File: src/include/eeprom_seq_pkg.sv
package eeprom_seq_pkg;

    // Sequence geometry: three entries of instruction byte plus address pair
    localparam int ENTRIES         = 3;
    localparam int BYTES_PER_ENTRY = 3;
    localparam int SEQ_BYTES       = ENTRIES * BYTES_PER_ENTRY;

    // Register indices; byte address on the bus is four times the index
    localparam logic [13:0] IDX_OUT_ANALOG_ZERO_INSTR     = 14'h0e2b;
    localparam logic [13:0] IDX_OUT_ANALOG_ZERO_ADDR      = 14'h0e2c;
    localparam logic [13:0] IDX_LOOP_ZERO_DIVIDER_INSTR   = 14'h0e2e;
    localparam logic [13:0] IDX_LOOP_ZERO_DIVIDER_ADDR    = 14'h0e2f;
    localparam logic [13:0] IDX_LOOP_ONE_GENERAL_INSTR    = 14'h0e31;
    localparam logic [13:0] IDX_LOOP_ONE_GENERAL_ADDR     = 14'h0e32;
    localparam logic [13:0] IDX_SEQ_FIRST                 = IDX_OUT_ANALOG_ZERO_INSTR;
    localparam logic [13:0] IDX_CTRL                      = 14'h0e40;
    localparam logic [13:0] IDX_STATUS                    = 14'h0e41;
    localparam logic [13:0] IDX_POINTER                   = 14'h0e42;

    // Reset values of the sequence entries
    localparam logic [7:0]  RST_OUT_ANALOG_ZERO_INSTR     = 8'h0e;
    localparam logic [15:0] RST_OUT_ANALOG_ZERO_ADDR      = 16'h0430;
    localparam logic [7:0]  RST_LOOP_ZERO_DIVIDER_INSTR   = 8'h33;
    localparam logic [15:0] RST_LOOP_ZERO_DIVIDER_ADDR    = 16'h0440;
    localparam logic [7:0]  RST_LOOP_ONE_GENERAL_INSTR    = 8'h1e;
    localparam logic [15:0] RST_LOOP_ONE_GENERAL_ADDR     = 16'h0500;

    // Byte image, element 0 is the lowest sequence index; the upper address byte sits first
    localparam logic [SEQ_BYTES-1:0][7:0] SEQ_RESET = {
        RST_LOOP_ONE_GENERAL_ADDR[7:0],  RST_LOOP_ONE_GENERAL_ADDR[15:8],  RST_LOOP_ONE_GENERAL_INSTR,
        RST_LOOP_ZERO_DIVIDER_ADDR[7:0], RST_LOOP_ZERO_DIVIDER_ADDR[15:8], RST_LOOP_ZERO_DIVIDER_INSTR,
        RST_OUT_ANALOG_ZERO_ADDR[7:0],   RST_OUT_ANALOG_ZERO_ADDR[15:8],   RST_OUT_ANALOG_ZERO_INSTR};

    // Control and status fields
    localparam int CTRL_START_BIT  = 0;
    localparam int STAT_BUSY_BIT   = 0;
    localparam int STAT_DONE_BIT   = 1;

    // Pointer steps for the header of each entry
    localparam logic [15:0] PTR_STEP_INSTR  = 16'h0001;
    localparam logic [15:0] PTR_STEP_HEADER = 16'h0003;

    typedef enum logic [3:0] {
        S_IDLE, S_INSTR, S_AHI, S_ALO, S_MREQ, S_MWAIT, S_MPUT, S_DONE
    } seq_state_e;

    // One byte bound for the external memory
    typedef struct packed {
        logic [15:0] addr;
        logic [7:0]  data;
    } ee_wr_s;

endpackage

File: src/rtl/seq_regfile.sv
`timescale 1ns/100ps
module seq_regfile
    import eeprom_seq_pkg::*;
(
    input  wire logic                      clk_i,
    input  wire logic                      rst_i,
    input  wire logic                      wr_en_i,
    input  wire logic [3:0]                wr_idx_i,
    input  wire logic [7:0]                wr_data_i,
    output logic      [SEQ_BYTES-1:0][7:0] seq_o
);

    // One byte register per sequence location, loaded with its default
    for (genvar g = 0; g < SEQ_BYTES; g++) begin : g_byte
        always_ff @(posedge clk_i) begin
            if (rst_i) begin
                seq_o[g] <= SEQ_RESET[g];
            end else if (wr_en_i && wr_idx_i == 4'(g)) begin
                seq_o[g] <= wr_data_i;
            end
        end
    end

endmodule

File: src/rtl/ee_byte_port.sv
`timescale 1ns/100ps
module ee_byte_port
    import eeprom_seq_pkg::*;
(
    input  wire logic        clk_i,
    input  wire logic        rst_i,
    input  wire logic        clear_i,
    input  wire logic        put_i,
    input  wire logic [7:0]  byte_i,
    input  wire logic        ee_ready_i,
    output ee_wr_s           ee_req_o,
    output logic             ee_valid_o,
    output logic [15:0]      ptr_o
);

    // Pointer advances when a byte is accepted, so it always names the next free cell
    always_ff @(posedge clk_i) begin
        if (rst_i || clear_i) begin
            ptr_o <= 16'h0000;
        end else if (put_i && !ee_valid_o) begin
            ptr_o <= ptr_o + 16'h0001;
        end
    end

    // Single holding stage; the memory side stalls us by holding ready low
    always_ff @(posedge clk_i) begin
        if (rst_i) begin
            ee_valid_o <= 1'b0;
            ee_req_o   <= '0;
        end else if (put_i && !ee_valid_o) begin
            ee_valid_o    <= 1'b1;
            ee_req_o.addr <= ptr_o;
            ee_req_o.data <= byte_i;
        end else if (ee_ready_i) begin
            ee_valid_o <= 1'b0;
        end
    end

endmodule

File: src/rtl/eeprom_store_sequencer.sv
// Our own choice: the Wishbone slave port.
`timescale 1ns/100ps
module eeprom_store_sequencer
    import eeprom_seq_pkg::*;
#(
    parameter int WB_AW = 16
) (
    input  wire logic             clk_i,
    input  wire logic             rst_i,
    // Wishbone classic slave
    input  wire logic             wb_cyc_i,
    input  wire logic             wb_stb_i,
    input  wire logic             wb_we_i,
    input  wire logic [WB_AW-1:0] wb_adr_i,
    input  wire logic [3:0]       wb_sel_i,
    input  wire logic [31:0]      wb_dat_i,
    output logic      [31:0]      wb_dat_o,
    output logic                  wb_ack_o,
    // Register map read port
    output logic                  map_rd_o,
    output logic      [15:0]      map_addr_o,
    input  wire logic             map_ack_i,
    input  wire logic [7:0]       map_data_i,
    // External memory byte writes
    output ee_wr_s                ee_req_o,
    output logic                  ee_valid_o,
    input  wire logic             ee_ready_i
);

    // Address must reach the sequence and control indices
    if (WB_AW < 16) begin : g_bad_width
        $error("WB_AW must be at least 16");
    end

    seq_state_e               state;
    logic [SEQ_BYTES-1:0][7:0] seq;
    logic [1:0]               entry;
    logic [7:0]               remain;
    logic [15:0]              cur_addr;
    logic [7:0]               map_byte;
    logic                     done;
    logic [15:0]              ptr;
    logic [15:0]              entry_base;
    logic [8:0]               moved;
    logic [13:0]              idx;
    logic                     bus_req;
    logic                     bus_wr;
    logic                     seq_hit;
    logic [3:0]               seq_idx;
    logic                     start;
    logic                     done_clr;
    logic                     put;
    logic [7:0]               put_byte;
    logic [7:0]               cur_instr;
    logic [7:0]               cur_hi;
    logic [7:0]               cur_lo;
    logic                     busy;

    // Bus decode; a request is served once, in the cycle before ack rises
    assign idx      = wb_adr_i[15:2];
    assign bus_req  = wb_cyc_i && wb_stb_i && !wb_ack_o;
    assign bus_wr   = bus_req && wb_we_i && wb_sel_i[0];
    assign seq_hit  = (idx >= IDX_SEQ_FIRST) && (idx < IDX_SEQ_FIRST + 14'(SEQ_BYTES));
    assign seq_idx  = 4'(idx - IDX_SEQ_FIRST);
    assign busy     = (state != S_IDLE);
    assign start    = bus_wr && (idx == IDX_CTRL) && wb_dat_i[CTRL_START_BIT] && !busy;
    assign done_clr = bus_wr && (idx == IDX_STATUS) && wb_dat_i[STAT_DONE_BIT];

    // Sequence bytes cannot change under a running pass
    seq_regfile u_seq (
        .clk_i     (clk_i),
        .rst_i     (rst_i),
        .wr_en_i   (bus_wr && seq_hit && !busy),
        .wr_idx_i  (seq_idx),
        .wr_data_i (wb_dat_i[7:0]),
        .seq_o     (seq)
    );

    // Current entry's three header bytes, ascending through the sequence
    always_comb begin
        cur_instr = seq[3 * entry];
        cur_hi    = seq[3 * entry + 1];
        cur_lo    = seq[3 * entry + 2];
    end

    // Byte offered to the memory port in each writing state
    always_comb begin
        put      = 1'b0;
        put_byte = 8'h00;
        case (state)
            S_INSTR: begin
                put      = !ee_valid_o;
                put_byte = cur_instr;
            end
            S_AHI: begin
                put      = !ee_valid_o;
                put_byte = cur_hi;
            end
            S_ALO: begin
                put      = !ee_valid_o;
                put_byte = cur_lo;
            end
            S_MPUT: begin
                put      = !ee_valid_o;
                put_byte = map_byte;
            end
            default: begin
                put      = 1'b0;
                put_byte = 8'h00;
            end
        endcase
    end

    ee_byte_port u_port (
        .clk_i      (clk_i),
        .rst_i      (rst_i),
        .clear_i    (start),
        .put_i      (put),
        .byte_i     (put_byte),
        .ee_ready_i (ee_ready_i),
        .ee_req_o   (ee_req_o),
        .ee_valid_o (ee_valid_o),
        .ptr_o      (ptr)
    );

    // Sequencer: header bytes first, then the data move, then the next entry
    always_ff @(posedge clk_i) begin
        if (rst_i) begin
            state    <= S_IDLE;
            entry    <= 2'd0;
            remain   <= 8'h00;
            cur_addr <= 16'h0000;
        end else begin
            case (state)
                S_IDLE: begin
                    if (start) begin
                        entry <= 2'd0;
                        state <= S_INSTR;
                    end
                end
                S_INSTR: begin
                    if (put) begin
                        remain <= cur_instr;
                        state  <= S_AHI;
                    end
                end
                S_AHI: begin
                    if (put) begin
                        cur_addr[15:8] <= cur_hi;
                        state          <= S_ALO;
                    end
                end
                S_ALO: begin
                    if (put) begin
                        cur_addr[7:0] <= cur_lo;
                        state         <= S_MREQ;
                    end
                end
                S_MREQ: begin
                    state <= S_MWAIT;
                end
                S_MWAIT: begin
                    if (map_ack_i) begin
                        state <= S_MPUT;
                    end
                end
                S_MPUT: begin
                    if (put) begin
                        cur_addr <= cur_addr + 16'h0001;
                        if (remain != 8'h00) begin
                            remain <= remain - 8'h01;
                            state  <= S_MREQ;
                        end else if (entry == 2'(ENTRIES - 1)) begin
                            state <= S_DONE;
                        end else begin
                            entry <= entry + 2'd1;
                            state <= S_INSTR;
                        end
                    end
                end
                S_DONE: begin
                    state <= S_IDLE;
                end
                default: begin
                    state <= S_IDLE;
                end
            endcase
        end
    end

    // Register map read handshake; the byte is held until the port takes it
    always_ff @(posedge clk_i) begin
        if (rst_i) begin
            map_rd_o   <= 1'b0;
            map_addr_o <= 16'h0000;
            map_byte   <= 8'h00;
        end else if (state == S_MREQ) begin
            map_rd_o   <= 1'b1;
            map_addr_o <= cur_addr;
        end else if (state == S_MWAIT && map_ack_i) begin
            map_rd_o <= 1'b0;
            map_byte <= map_data_i;
        end
    end

    // Sticky completion flag; a finishing pass beats a clear in the same cycle
    always_ff @(posedge clk_i) begin
        if (rst_i) begin
            done <= 1'b0;
        end else if (state == S_DONE) begin
            done <= 1'b1;
        end else if (done_clr) begin
            done <= 1'b0;
        end
    end

    // Helper state for checking: pointer at entry start and bytes moved so far
    always_ff @(posedge clk_i) begin
        if (rst_i) begin
            entry_base <= 16'h0000;
            moved      <= 9'd0;
        end else if (state == S_INSTR && put) begin
            entry_base <= ptr;
            moved      <= 9'd0;
        end else if (state == S_MPUT && put) begin
            moved <= moved + 9'd1;
        end
    end

    // Bus slave: one wait state, unmapped reads return zero
    always_ff @(posedge clk_i) begin
        if (rst_i) begin
            wb_ack_o <= 1'b0;
            wb_dat_o <= 32'h0000_0000;
        end else begin
            wb_ack_o <= bus_req;
            if (bus_req) begin
                if (seq_hit) begin
                    wb_dat_o <= {24'h00_0000, seq[seq_idx]};
                end else if (idx == IDX_STATUS) begin
                    wb_dat_o <= {30'h0000_0000, done, busy};
                end else if (idx == IDX_POINTER) begin
                    wb_dat_o <= {16'h0000, ptr};
                end else begin
                    wb_dat_o <= 32'h0000_0000;
                end
            end
        end
    end
endmodule

File: config.mk
export PLATFORM = sky130hd
export DESIGN_NAME = eeprom_store_sequencer
export DESIGN_NICKNAME = d
export VERILOG_FILES = /design/src/include/eeprom_seq_pkg.sv /design/src/rtl/seq_regfile.sv /design/src/rtl/ee_byte_port.sv /design/src/rtl/eeprom_store_sequencer.sv
export SDC_FILE = /design/constraint.sdc
export NUM_CORES = 1
export LEC_CHECK = 0
export BUFFER_PORTS_ARGS = -buffer_cell sky130_fd_sc_hd__buf_2
export CAP_MARGIN = 20
export CORE_ASPECT_RATIO = 0.75
export CORE_MARGIN = 3
export CORE_UTILIZATION = 35
export DETAILED_ROUTE_END_ITERATION = 8
export GPL_TIMING_DRIVEN = 0
export HOLD_SLACK_MARGIN = 0.03
export PLACE_DENSITY_LB_ADDON = 0.25
export SYNTH_ARGS = -nofsm -noshare
export SYNTH_HDL_FRONTEND = slang
export SYNTH_SLANG_ARGS = --single-unit
File: constraint.sdc
create_clock -name clk_i -period 9.25 [get_ports clk_i]
set_clock_uncertainty 0.05 [all_clocks]
set_input_delay 0 -clock clk_i [delete_from_list [all_inputs] [get_ports clk_i]]
set_output_delay 0 -clock clk_i [all_outputs]
set_load 0.005 [all_outputs]
**Word level (Yosys, flattened, before mapping)**

Index checks and enable logic that the tools add are counted.

- Register bits: 202
- Bits of input ports: 67
- Logic and storage cells: 154

- $add $sub $neg: 7
- $mul: 1
- Order comparisons: 6
- Eq/ne operators: 28
- Mux-type cells: 42
- Bitwise logic cells: 1
- Reductions and logical operators: 45

Operators by type and width:

| operator | count |
|---|---|
| binary-select mux 8 bit (select 4 bit) | 4 |
| two-way mux 8 bit | 9 |
| two-way mux 16 bit | 4 |
| one-hot mux 8 bit (2 select lines) | 3 |
| equality test 14 x 12 -> 1 bit, second input constant | 3 |
| adder 16 x 1 -> 16 bit, second input constant | 2 |
| equality test 4 x 3 -> 1 bit, second input constant | 8 |
| one-hot mux 8 bit (4 select lines) | 1 |
| two-way mux 4 bit | 7 |
| one-hot mux 4 bit (7 select lines) | 1 |
| logical AND 1 bit | 23 |
| equality test 4 x 2 -> 1 bit, second input constant | 4 |
| >= comparator 14 x 12 -> 1 bit, second input constant | 1 |
| < comparator 14 x 12 -> 1 bit, second input constant | 1 |
| nonzero test 2 bit | 7 |
| < comparator 4 x 5 -> 1 bit, second input constant | 2 |
| < comparator 5 bit, second input constant | 2 |
| != test 2 x 1 -> 1 bit, second input constant | 5 |
| equality test 4 x 1 -> 1 bit, second input constant | 2 |
| logical NOT 4 bit | 2 |
| two-way mux 2 bit | 4 |
| != test 2 bit, second input constant | 4 |
| nonzero test 8 bit | 1 |
| subtractor 8 x 1 -> 8 bit, second input constant | 1 |
| 20 further kinds | 29 |

**Depth between registers and ports, before layout**

- Word-level depth: 9
- Depth in mapped cells: 13
- Depth with buffers taken out: 7

**Cells and area by module**

Synthesis repeated with hierarchy kept, for this count alone.

- Cells, all modules: 1,185
- Area, all modules: 10,679.0 µm²

Modules (own cells, without submodules):

| module | instances | cells an instance | area each (µm²) | seq. area each (µm²) |
|---|---|---|---|---|
| eeprom_store_sequencer | 1 | 728 | 6,124.6 | 1,441.4 |
| seq_regfile | 1 | 264 | 2,856.5 | 1,441.4 |
| ee_byte_port | 1 | 193 | 1,697.9 | 820.8 |

**Worst setup path before layout**

OpenSTA, ideal clock, no wires.

- Kind: reg-to-reg
- From: register entry[0]
- To: register cur_addr[6]
- Arrival: 2.979 ns
- Required time: 9.068 ns
- Setup slack: 6.088 ns
- Cell stages (with the launch flop): 12
- Path through: dfxtp_1 buf_4 buf_2 buf_2 inv_1 ha_1 clkbuf_1 buf_2 mux4_2 mux2_2 a32oi_1 a21oi_1

- Longest elaborated chain between the ends: 6

RTL lines:

| item | line | RTL |
|---|---|---|
| start, declared | eeprom_store_sequencer.sv:37 | `logic [1:0] entry;` |
| start signal, assigned | eeprom_store_sequencer.sv:176 | `entry <= entry + 2'd1;` |
| multiplier 2 x 2 -> 4 bit | eeprom_store_sequencer.sv:83 | `cur_lo = seq[3 * entry + 2];` |
| adder 4 x 2 -> 5 bit | eeprom_store_sequencer.sv:83 |  |
| binary-select mux 8 bit (select 4 bit) | eeprom_store_sequencer.sv:83 |  |
| two-way mux 8 bit (implied by the code) | eeprom_store_sequencer.sv:83 |  |
| two-way mux 8 bit | eeprom_store_sequencer.sv:154 | `if (put) begin` |
| one-hot mux 8 bit (2 select lines) | eeprom_store_sequencer.sv:134 | `case (state)` |
| end signal, assigned | eeprom_store_sequencer.sv:155 | `cur_addr[7:0] <= cur_lo;` |
| end signal, assigned | eeprom_store_sequencer.sv:169 | `cur_addr <= cur_addr + 16'h0001;` |
| end, declared | eeprom_store_sequencer.sv:39 | `logic [15:0] cur_addr;` |

No other way between the ends. The select of a mux whose other input is x is not followed.
A chain may end at the register's enable or synchronous reset.

**Worst setup path after layout**

- From: register entry[0]
- To: register u_port.ee_req_o[0] (netlist name)

- Longest elaborated chain between the ends: 5
- Elaborated cells on any way between the ends: 10
- Classes of those cells: add/sub: 2; mul: 1; mux: 7

RTL lines:

| item | line | RTL |
|---|---|---|
| multiplier 2 x 2 -> 4 bit (*) | eeprom_store_sequencer.sv:81, eeprom_store_sequencer.sv:82, eeprom_store_sequencer.sv:83 |  |
| adder 4 x 2 -> 5 bit / adder 4 x 1 -> 5 bit (equally long branches) | eeprom_store_sequencer.sv:83, eeprom_store_sequencer.sv:82 |  |
| binary-select mux 8 bit (select 4 bit), on equally long branches | eeprom_store_sequencer.sv:83, eeprom_store_sequencer.sv:82 |  |
| two-way mux 8 bit, on equally long branches | eeprom_store_sequencer.sv:83, eeprom_store_sequencer.sv:82 |  |
| one-hot mux 8 bit (4 select lines) (*) | eeprom_store_sequencer.sv:90 | `case (state)` |

Every way passes the cells marked *; elsewhere a longest branch is shown, timed or not. The select of a mux whose other input is x is not followed.

==> results.sh <==
export IMPL_post_cts_buffers=0
export IMPL_p_leak_nw=4.746
export IMPL_gp_congestion=0.9828
export IMPL_grt_pass1_wl_mm=54.98
export IMPL_globalRouteOverflowTotal=0
export IMPL_cts_tree="done"
export IMPL_drt_initial_drc_count=1467
export IMPL_die_area_um2=31170
export IMPL_power_mw=2.276
export IMPL_final_cell_mix="dfxtp_1 (185), nand2_1 (182), buf_2 (111), a21oi_1 (107), nor2_1 (97)"
export IMPL_critPathKind="reg -> reg"
export IMPL_wire_per_inst_um=21.50
export IMPL_portBuffers=94
export IMPL_p_sw_share_pct=35.43
export IMPL_timing_final_hold_violations=0
export IMPL_drt_pass1_iterations=8
export IMPL_drive_above_1_share_pct=18.84
export IMPL_worst_ep_arrival_time_ns=4.60
export IMPL_hold_start="map_ack_i"
export IMPL_syn_inst=1135
export IMPL_ys_warnings_count=0
export IMPL_syn_area_per_cell_um2=8.962
export IMPL_fin_util_pct=42.71
export IMPL_track_usage_pct=23.02
export IMPL_synth_area_um2=10170
export IMPL_multi_input_area_um2=6005
export IMPL_layout_nets=1373
export IMPL_slew_viol_final=0
export IMPL_async_flop_share_pct=0
export IMPL_drv_cap=0
export IMPL_synth_edf_count=0
export IMPL_clk_insertion_delay_late_ns=0.45
export IMPL_fmax_mhz=230.7
export IMPL_whs_ns=0.06422
export IMPL_tightestPinTransition_ns=1.084
export IMPL_placed_cells=1629
export IMPL_vias=9753
export IMPL_numCtsBuffers=17
export IMPL_p_per_area_nw_per_um2=188.2
export IMPL_grt_pass1_vias=8957
export IMPL_startpoint_type="flip-flop"
export IMPL_reg2reg_depth=12
export IMPL_ant_nets=0
export IMPL_max_slew_margin_pct=27.15
export IMPL_p_clk_share_pct=34.4
export IMPL_r2r_start="entry[0]"
export IMPL_ir_drop_uv=153.0
export IMPL_ff2ff_setup_slack_ns=4.92
export IMPL_die_h_um=153.6
export IMPL_fin_crit_ns=4.334
export IMPL_drt_wl_total_mm=36.35
export IMPL_fin_setup_tns_ns=0
export IMPL_drc=0
export IMPL_cts_max_level=4
export IMPL_ys_seq_area_share_pct=36.41
export IMPL_cts_num_sinks=185
export IMPL_n_fill_cell=2877
export IMPL_start_util_pct=35.92
export IMPL_finalNonFillerCells=1691
export IMPL_dp_hpwl_mm=27.01
export IMPL_worstPathRequired_ns=9.52
export IMPL_fin_crit_sh_pct=46.85
export IMPL_synth_top_flop_cell="dfxtp_1"
export IMPL_status="finished clean"
export IMPL_cts_root_buffer="clkbuf_16"
export IMPL_pwr_share_comb_pct=26.1
export IMPL_ys_types=74
export IMPL_area_delta_synth_final_pct=18.88
export IMPL_endpoint_kind="flip-flop"
export IMPL_r2r_end="u_port.ee_req_o[0]"
export IMPL_clk_pin_slew_ns=0.07
export IMPL_final_common_cell="dfxtp_1"
export IMPL_rows=53
export IMPL_rsz0062_at_grt="no"
export IMPL_setup_violations=0
export IMPL_power_switching_mw=0.8065
export IMPL_critPathMaxFanout=10
export IMPL_hold_path_class="in -> reg"
export IMPL_yosys_register_bits=185
export IMPL_register_area_um2=3704
export IMPL_antenna_found_initial=0
export IMPL_n_antenna_cell=0
export IMPL_grt_max_degree=18
export IMPL_holdPathEnd="state[0]"
export IMPL_power_frac_seq_pct=39.5
export IMPL_core_area_um2=28320
export IMPL_worstHoldPathCells=5
export IMPL_num_io_pins=142
export IMPL_fp_dieW_um=202.9
export IMPL_intPower_mw=1.470
export IMPL_clock_tree_buffer_depth=2
export IMPL_vias_per_cell=5.768
==> registers in the layout, summed over array words and instances, names as in the netlist, 3 cells and up <==
signal	flops
map_addr_o	16
map_byte	8
wb_dat_o	16
cur_addr	16
state	3
remain	8
u_seq.seq_o	72
u_port.ptr_o	16
u_port.ee_req_o	24
==> worst max-delay path, cell delays in order, from the launching register on <==
cell and delay (ns):
dfxtp_1 0.41, buf_4 0.19, buf_2 0.31, buf_2 0.37, inv_1 0.26, ha_1 0.35, clkbuf_1 0.30, buf_2 0.35
buf_2 0.38, mux2i_1 0.33, o2bb2ai_1 0.20, a311oi_1 0.55, a21oi_1 0.14
==> repair_timing <==
action,in CTS,in global routing
hold buffers,30,0
resized for setup,0,0
hold endpoints to repair,72,0
==> how the worst max path moves through the flow <==
stage / startpoint / endpoint / slack (ns) / cells after the start
final: entry[0] / u_port.ee_req_o[0] / 4.92 / 12
after global routing: entry[0] / remain[1] / 4.70 / 13
after CTS: entry[0] / remain[7] / 5.02 / 13
after detailed placement: entry[0] / remain[7] / 5.05 / 13
after global placement: entry[0] / remain[1] / 5.04 / 13
after floorplan: entry[0] / cur_addr[6] / 6.09 / 11
==> per-stage QoR <==
step           cell area [um2]  setup WS [ns]
5_1_grt                  12090          4.704
3_5_place_dp             11180          5.046
2_1_floorplan            10230          6.088
6_report                 12090          4.916
4_1_cts                  12090          5.024
3_3_place_gp             11180          5.043
==> cells by family after synthesis <==
group / share of synthesized area (%)
buffers and inverters: 5.117
adder cells (fa/ha/maj): 1.599
flip-flops: 36.41
AND/OR/NAND/NOR: 19.02
multiplexers: 20.34
other: 0.03686
AO/OA/AOI/OAI: 15.93
XOR/XNOR: 1.550
==> power groups by stage <==
stage	Sequential, mW	Combinational [mW]	Clock (mW)
floorplan	0.899	0.383	0
global placement	0.916	0.564	0
detailed placement	0.916	0.566	0
CTS	0.898	0.576	0.793
global route	0.906	0.648	0.823
finish	0.899	0.593	0.784
==> layer usage <==
| layer | GRT usage, % | vias up | wire [um] |
|---|---|---|---|
| met1 | 35.10 | 4722 | 16860 |
| met2 | 31.13 | 537 | 14600 |
| li1 | - | 4440 | - |
| met5 | 1.398 | - | 58 |
| met4 | 5.012 | 2 | 617 |
| met3 | 7.534 | 52 | 4217 |
==> area by class of cell <==
class	instances	share of cell area, %
Buffer	92	3.745
Clock buffer	18	3.549
Clock inverter	14	1.511
Inverter	18	0.5587
Multi-Input combinational cell	855	49.65
Sequential cell	185	30.63
Tap cell	385	3.983
Timing Repair Buffer	124	6.374
==> cell usage after synthesis (3+ instances only) <==
cell type  instances  area share, %
nand4_1            9           0.55
o22ai_1            3           0.18
nor3_1            19           0.93
or3_1              4           0.25
mux2_2             6           0.66
o41ai_1            3           0.26
dfxtp_1          185             36
nor4_1             6           0.37
o21ai_0           51            2.5
xor2_1            12            1.0
a31oi_1            7           0.43
nor2b_1            3           0.18
mux2i_1           74            7.3
buf_2             17           0.84
o2bb2ai_1          3           0.26
clkbuf_1          50            1.8
nand3_2            7           0.69
nand3_1           38            1.9
nand2_1          182            6.7
a22oi_1           25            1.8
a2111oi_0          3           0.26
o31ai_1            3           0.22
nor2_1            97            3.6
a21o_1             5           0.37
buf_4             21            1.5
nor4b_1            4           0.34
ha_1              13            1.6
a311oi_1           3           0.26
and4_1             3           0.26
o211ai_1           9           0.66
nand3b_1           5           0.37
a21oi_1          107            5.3
a211oi_1           8           0.59
buf_1              3           0.11
nand2b_1          10           0.62
a221oi_1           7           0.60
xnor2_1            6           0.52
inv_1             17           0.63
mux4_2            56             12
and3b_1            4           0.34
a22o_1             6           0.52
Note: power is estimated with default switching activity, not from simulation.
